## src/scrcb_regs.vh

```
// Purpose: register offsets, field positions and reset values of the
//          serdes reference clock configuration bank
// Assumes: APB with 32-bit data, one aligned word per register
// Notes:   none
`ifndef SCRCB_REGS_VH
`define SCRCB_REGS_VH

// ==========================================================
// register indices and address width
`define SCRCB_NUM_REGS        5
`define SCRCB_GP0_IDX         3'h0
`define SCRCB_GP1_IDX         3'h1
`define SCRCB_GP2_IDX         3'h2
`define SCRCB_GP3_IDX         3'h3
`define SCRCB_CFG_IDX         3'h4
`define SCRCB_ADDR_W          5

// ==========================================================
// serdes_clock_config fields
`define SCRCB_CFG_W           16
`define SCRCB_CFG_RESET       16'h0000
`define SCRCB_CFG_WMASK       16'h80BB
`define SCRCB_BIT_RST_N       15
`define SCRCB_BIT_OSC1_EN     7
`define SCRCB_BIT_Q1_SEL      5
`define SCRCB_BIT_Q1_MUX      4
`define SCRCB_BIT_OSC0_EN     3
`define SCRCB_BIT_Q0_SEL      1
`define SCRCB_BIT_Q0_MUX      0

// ==========================================================
// general purpose registers
`define SCRCB_GP_W            32
`define SCRCB_GP_RESET        32'h00000000

`endif

```

## src/scrcb_apb_slave.v

```verilog
// Purpose: APB slave front end, decodes word index and strobes
// Assumes: zero wait states, 32-bit data
// Notes:   unmapped indices answer with pslverr
`timescale 1ns/10ps
module scrcb_apb_slave #(
  parameter ADDR_W   = 5,
  parameter NUM_REGS = 5
) (
  input  wire              psel,
  input  wire              penable,
  input  wire              pwrite,
  input  wire [ADDR_W-1:0] paddr,
  output wire              pready,
  output wire              pslverr,
  output wire              wr_stb,
  output wire              rd_acc,
  output wire [2:0]        reg_idx
);

  // ========================================================
  // decode
  localparam [ADDR_W-1:0] REG_COUNT = NUM_REGS;

  wire access = psel & penable;
  wire mapped = ({2'b00, paddr[ADDR_W-1:2]} < REG_COUNT);

  assign reg_idx = paddr[4:2];
  assign pready  = access;
  assign pslverr = access & ~mapped;
  assign wr_stb  = access & pwrite & mapped;
  assign rd_acc  = access & ~pwrite;

endmodule

```

## src/scrcb_bank.v

```verilog
// Purpose: five-register bank whose last register drives serdes reset,
//          reference oscillator enables and per-quad clock selection
// Assumes: APB slave, sys_clk 25 MHz, synchronous active-high rst
// Notes:   quad 0 decode kept though only quad 1 may be built
`timescale 1ns/10ps
`include "scrcb_regs.vh"
module scrcb_bank (
  input  wire        sys_clk,
  input  wire        rst,
  input  wire        psel,
  input  wire        penable,
  input  wire        pwrite,
  input  wire [4:0]  paddr,
  input  wire [31:0] pwdata,
  input  wire [3:0]  pstrb,
  output wire        pready,
  output wire        pslverr,
  output reg  [31:0] prdata,
  output wire        serdes_rst_n,
  output wire        quad1_local_oscillator_en,
  output wire        quad0_local_oscillator_en,
  output wire        quad1_use_local,
  output wire        quad1_use_external_refclk_zero,
  output wire        quad1_use_external_refclk_one,
  output wire        quad1_local_invalid,
  output wire        quad0_use_local,
  output wire        quad0_use_external_refclk_zero,
  output wire        quad0_use_external_refclk_one,
  output wire        quad0_local_invalid
);

  // ========================================================
  // bus front end
  wire       wr_stb;
  wire       rd_acc;
  wire [2:0] reg_idx;

  scrcb_apb_slave #(
    .ADDR_W   (`SCRCB_ADDR_W),
    .NUM_REGS (`SCRCB_NUM_REGS)
  ) u_apb (
    .psel    (psel),
    .penable (penable),
    .pwrite  (pwrite),
    .paddr   (paddr),
    .pready  (pready),
    .pslverr (pslverr),
    .wr_stb  (wr_stb),
    .rd_acc  (rd_acc),
    .reg_idx (reg_idx)
  );

  // byte-lane write mask from pstrb
  wire [31:0] lane_mask = {{8{pstrb[3]}}, {8{pstrb[2]}},
                           {8{pstrb[1]}}, {8{pstrb[0]}}};

  // ========================================================
  // general purpose registers
  reg [`SCRCB_GP_W-1:0] gp_r [0:3];

  genvar gi;
  generate
    for (gi = 0; gi < 4; gi = gi + 1) begin : g_gp
      always @(posedge sys_clk) begin
        if (rst) begin
          gp_r[gi] <= `SCRCB_GP_RESET;
        end else if (wr_stb && reg_idx == gi) begin
          gp_r[gi] <= (gp_r[gi] & ~lane_mask) | (pwdata & lane_mask);
        end
      end
    end
  endgenerate

  // ========================================================
  // configuration register
  reg  [`SCRCB_CFG_W-1:0] cfg_r;
  wire [`SCRCB_CFG_W-1:0] cfg_nxt;
  wire [`SCRCB_CFG_W-1:0] cfg_mask;

  // reserved positions never store, so they read back as zero
  assign cfg_mask = lane_mask[15:0] & `SCRCB_CFG_WMASK;
  assign cfg_nxt  = (cfg_r & ~cfg_mask) | (pwdata[15:0] & cfg_mask);

  always @(posedge sys_clk) begin
    if (rst) begin
      cfg_r <= `SCRCB_CFG_RESET;
    end else if (wr_stb && reg_idx == `SCRCB_CFG_IDX) begin
      cfg_r <= cfg_nxt;
    end
  end

  // ========================================================
  // read data
  always @(posedge sys_clk) begin
    if (rst) begin
      prdata <= 32'h00000000;
    end else if (psel && !penable && !pwrite) begin
      // sampled in setup so data is registered when pready rises
      case (paddr[4:2])
        `SCRCB_GP0_IDX: prdata <= gp_r[0];
        `SCRCB_GP1_IDX: prdata <= gp_r[1];
        `SCRCB_GP2_IDX: prdata <= gp_r[2];
        `SCRCB_GP3_IDX: prdata <= gp_r[3];
        `SCRCB_CFG_IDX: prdata <= {16'h0000, cfg_r};
        default:        prdata <= 32'h00000000;
      endcase
    end
  end

  // ========================================================
  // serdes controls
  // active-low serdes reset
  assign serdes_rst_n              = cfg_r[`SCRCB_BIT_RST_N];
  assign quad1_local_oscillator_en = cfg_r[`SCRCB_BIT_OSC1_EN];
  assign quad0_local_oscillator_en = cfg_r[`SCRCB_BIT_OSC0_EN];

  scrcb_quad_sel u_q1 (
    .sel_shared    (cfg_r[`SCRCB_BIT_Q1_SEL]),
    .mux_ctl       (cfg_r[`SCRCB_BIT_Q1_MUX]),
    .osc_en        (cfg_r[`SCRCB_BIT_OSC1_EN]),
    .use_local     (quad1_use_local),
    .use_ext_zero  (quad1_use_external_refclk_zero),
    .use_ext_one   (quad1_use_external_refclk_one),
    .local_invalid (quad1_local_invalid)
  );

  scrcb_quad_sel u_q0 (
    .sel_shared    (cfg_r[`SCRCB_BIT_Q0_SEL]),
    .mux_ctl       (cfg_r[`SCRCB_BIT_Q0_MUX]),
    .osc_en        (cfg_r[`SCRCB_BIT_OSC0_EN]),
    .use_local     (quad0_use_local),
    .use_ext_zero  (quad0_use_external_refclk_zero),
    .use_ext_one   (quad0_use_external_refclk_one),
    .local_invalid (quad0_local_invalid)
  );

endmodule

```

## src/scrcb_quad_sel.v

```verilog
// Purpose: per-quad reference clock source decode
// Assumes: select inputs come straight from configuration flip-flops
// Notes:   gives selection codes only; the clock muxing is in the hard quad
`timescale 1ns/10ps
module scrcb_quad_sel (
  input  wire sel_shared,
  input  wire mux_ctl,
  input  wire osc_en,
  output wire use_local,
  output wire use_ext_zero,
  output wire use_ext_one,
  output wire local_invalid
);

  // ========================================================
  // decode
  assign use_local     = ~sel_shared;
  // mux control only matters once the shared clock is picked
  assign use_ext_zero  = sel_shared & ~mux_ctl;
  assign use_ext_one   = sel_shared & mux_ctl;
  // local clock without its oscillator running is unusable
  assign local_invalid = ~sel_shared & ~osc_en;

endmodule

```

## config.mk

```make
export PLATFORM = sky130hd
export DESIGN_NAME = scrcb_bank
export DESIGN_NICKNAME = d
export VERILOG_FILES = /design/src/scrcb_apb_slave.v /design/src/scrcb_bank.v /design/src/scrcb_quad_sel.v
export VERILOG_INCLUDE_DIRS = /design/src /design/src/src
export SDC_FILE = /design/constraint.sdc
export NUM_CORES = 1
export LEC_CHECK = 0
export BUFFER_PORTS_ARGS = -buffer_cell sky130_fd_sc_hd__buf_2
export CORE_ASPECT_RATIO = 1.1
export CORE_UTILIZATION = 55
export CTS_CLUSTER_DIAMETER = 120
export DETAILED_ROUTE_END_ITERATION = 16
export GPL_TIMING_DRIVEN = 0
export HOLD_SLACK_MARGIN = 0.15
export PLACE_DENSITY = 0.87
export SYNTH_ARGS = -nofsm -noshare
export SYNTH_HDL_FRONTEND = slang
export SYNTH_SLANG_ARGS = --single-unit
```

## constraint.sdc

```tcl
create_clock -name sys_clk -period 2.31 [get_ports sys_clk]
set_input_delay 0.231 -clock sys_clk [delete_from_list [all_inputs] [get_ports sys_clk]]
set_output_delay 0.231 -clock sys_clk [all_outputs]
set_load 0.02 [all_outputs]
```

==> results.md <==
* CP peak stage delay at around 800 ps
* Die ar. at 15,010 um^2
* MaxCap Viol Count at 0
* Clock Skews at around 6.6 ps
* Vias in the first global route at between 6,000 and 7,000
* Total wire length at about 21,000 um
* Clk sinks at 167
* I/O pins at just over 90
* Post-route ant nets at 0
* Sequential area share after synthesis at between 50% and 60%
* CTS tree: yes
* Worst skew pair latency at 440 ps
* Core Util, Final at 66.66%
* Crit-path cells: buf_2 -> clkbuf_1 -> clkbuf_1 -> a21o_2
* RSZ-0062 raised after global routing: false
* Max Transition Viols Final at 0
* First-pass GRT wire length at around 32,000 um
* Final Cycle Share at just under 90%
* Clock tree buffer depth at 2
* Root Driver: clkbuf_16
* Core ar. at ~14,000 um^2
* Leakage power at between 3 and 4 nW
* Area Overhead vs Synth at 16.54%
* Post-CTS setup buffers at 0
* Post-DR wirelength/cell at 20.25 um
* P per Cell Area at 726.8 nW/um^2
* Fin cells at 1,020
* Remaining Overflow, GRT at 0
* Syn nets at around 750
* Via Count at between 6,000 and 7,000
* Critical Path Most Common Cell: clkbuf_1
* Post-synth top area cell: edfxtp_1
* Worst hold path class: primary input to flop
* Worst-path clk slew at 60 ps
* Mapped Cells at 708
* Max H-tree Level at 4
* Critical Path Sink Type: flop
* Rows at 45
* # setup viols final at 0
* Critical Path Fanout Max at 32
* Status: finished clean
* Vias per cell at between 6 and 7
* Slowest cell on crit path: a21o_2
* Die X at approximately 120 um
* Die Height at 128.4 um
* CP required at about 2400 ps
* Input/output buffers at 85
* Fmax at between 400 and 500 MHz
* ANT cells at 0
* Most frequent cells in the layout: 129 x nand2b_1, 129 x a21oi_1, 128 x edfxtp_1
* Final TNS setup at 0 ps
* Remaining DRCs at 0
* Synthesis Warnings at 0
* Total power at slightly below 7 mW
* Final Hold Fails at 0
* Gpl congestion at roughly 0.8
* Top cell type's share of synthesized area at between 40% and 50%
* CTS Buf Count at 17
* VDD IR max at around 0.00054 V
* Layout Nets at between 800 and 900
* Gr usage total at 28.73%
* Final hold slack at approximately 150 ps
* 1st-iter DRT viols at about 720
* Largest net degree at the start of global routing at 33
* Worst-Margin Slew at 990.1 ps
* Layout cells sized above 1 at ~19%
* Cell area after synthesis at 7986 um^2
* Post-DP HPWL at between 10,000 and 15,000 um
* Critical path class: primary input to flop
* Netlist cell types at 34
* Dpl cells at a little under 1,000
* Ranking of synthesized cells by area: edfxtp_1 48%, nand2b_1 10%, dfxtp_1 9.8%, a21oi_1 8.1%, mux2i_1 7.9%
* Number of synthesized register bits at around 170
* Tmin final at approximately 2000 ps
* Initial antenna violation count at 0
* Slew headroom at 33.99%
* DR pass1 iterations at 8
* Syn_area_per_cell at approximately 11 um^2
* WP data arrival at about 2100 ps
* Worst Setup Start Kind: primary input
* Starting Density at 57.20%
power by group:
part,internal (mW),switching (mW),leakage (nW)
registers,3.32,0.0543,1.64
clock network,1.63,1.23,0.289
logic,0.195,0.338,1.67
cell type report:
type                            instances  area, um^2
Buffer                                 52       256.5
Clock buffer                           18       439.2
Clock inverter                         14       147.6
Fill cell                            1079        4656
Inverter                                4       15.01
Multi-Input combinational cell        485        3094
Sequential cell                       167        4624
Tap cell                              188       235.2
Timing Repair Buffer                   92       495.5
layer usage:
layer	share of wire (%)	track usage [%]	routed length (um)	up-vias
met5	0	0	0	-
met4	3.5	14.45	732	0
met3	7.2	5.558	1485	65
met2	49	46.82	10180	316
met1	40	36.63	8256	3033
li1	-	-	-	2821
path summary, 6_finish.rpt:
kind | startpoint | endpoint | slack (ps) | cells past startpoint
worst max register to register | gp_r[3][3] | prdata[3] | 940 | 4
worst min-delay path | pwrite | prdata[3] | 150 | 4
worst min register to register | prdata[3] | prdata[3] | 470 | 2
worst max-delay path | rst | gp_r[1][19] | 300 | 4
synth_stat cells, drive strengths merged:
master    n
mux2i    63
and4      1
a21o      3
and2      2
or2       1
nor3b     2
nand3     4
nand2b  129
and2b     1
a31o      1
a21oi   129
o21ai     7
inv       4
a222oi    6
dfxtp    39
nand2    51
a221oi    6
and3      2
buf      32
clkbuf   20
edfxtp  128
nor3      1
o22ai    25
nor2     18
a22o     26
nand3b    6
mux4      1
metrics by stage:
| step | setup WS (ps) | area (um^2) |
|---|---|---|
| floorplan | 355.5 | 7986 |
| global placement | -509.8 | 8647 |
| detailed placement | -503.3 | 8650 |
| CTS | 341.1 | 9308 |
| global route | 205.7 | 9308 |
| finish | 302.4 | 9308 |
cells by family after synthesis:
| logic type | share of synthesized area (%) |
|---|---|
| flops | 57.90 |
| compound gates | 15.13 |
| buf+inv | 3.400 |
| simple gates | 15.38 |
| mux | 8.178 |
what timing repair did:
action / CTS / global route
hold buffers: 7 / 0
setup endpoints to repair: 32 / 0
endpoints found under the hold margin: 7 / 0
resized for setup: 1 / 0
critical path: cells and delay by family:
kind                   cells  cell delay [ps]
buffers and inverters      3             1030
AO/OA/AOI/OAI              1              780
flip-flops by register name, summed over array words and instances (netlist names), named ones only:
| register | cells |
|---|---|
| prdata | 32 |
| gp_r | 128 |
(Power assumes the default switching activity.)
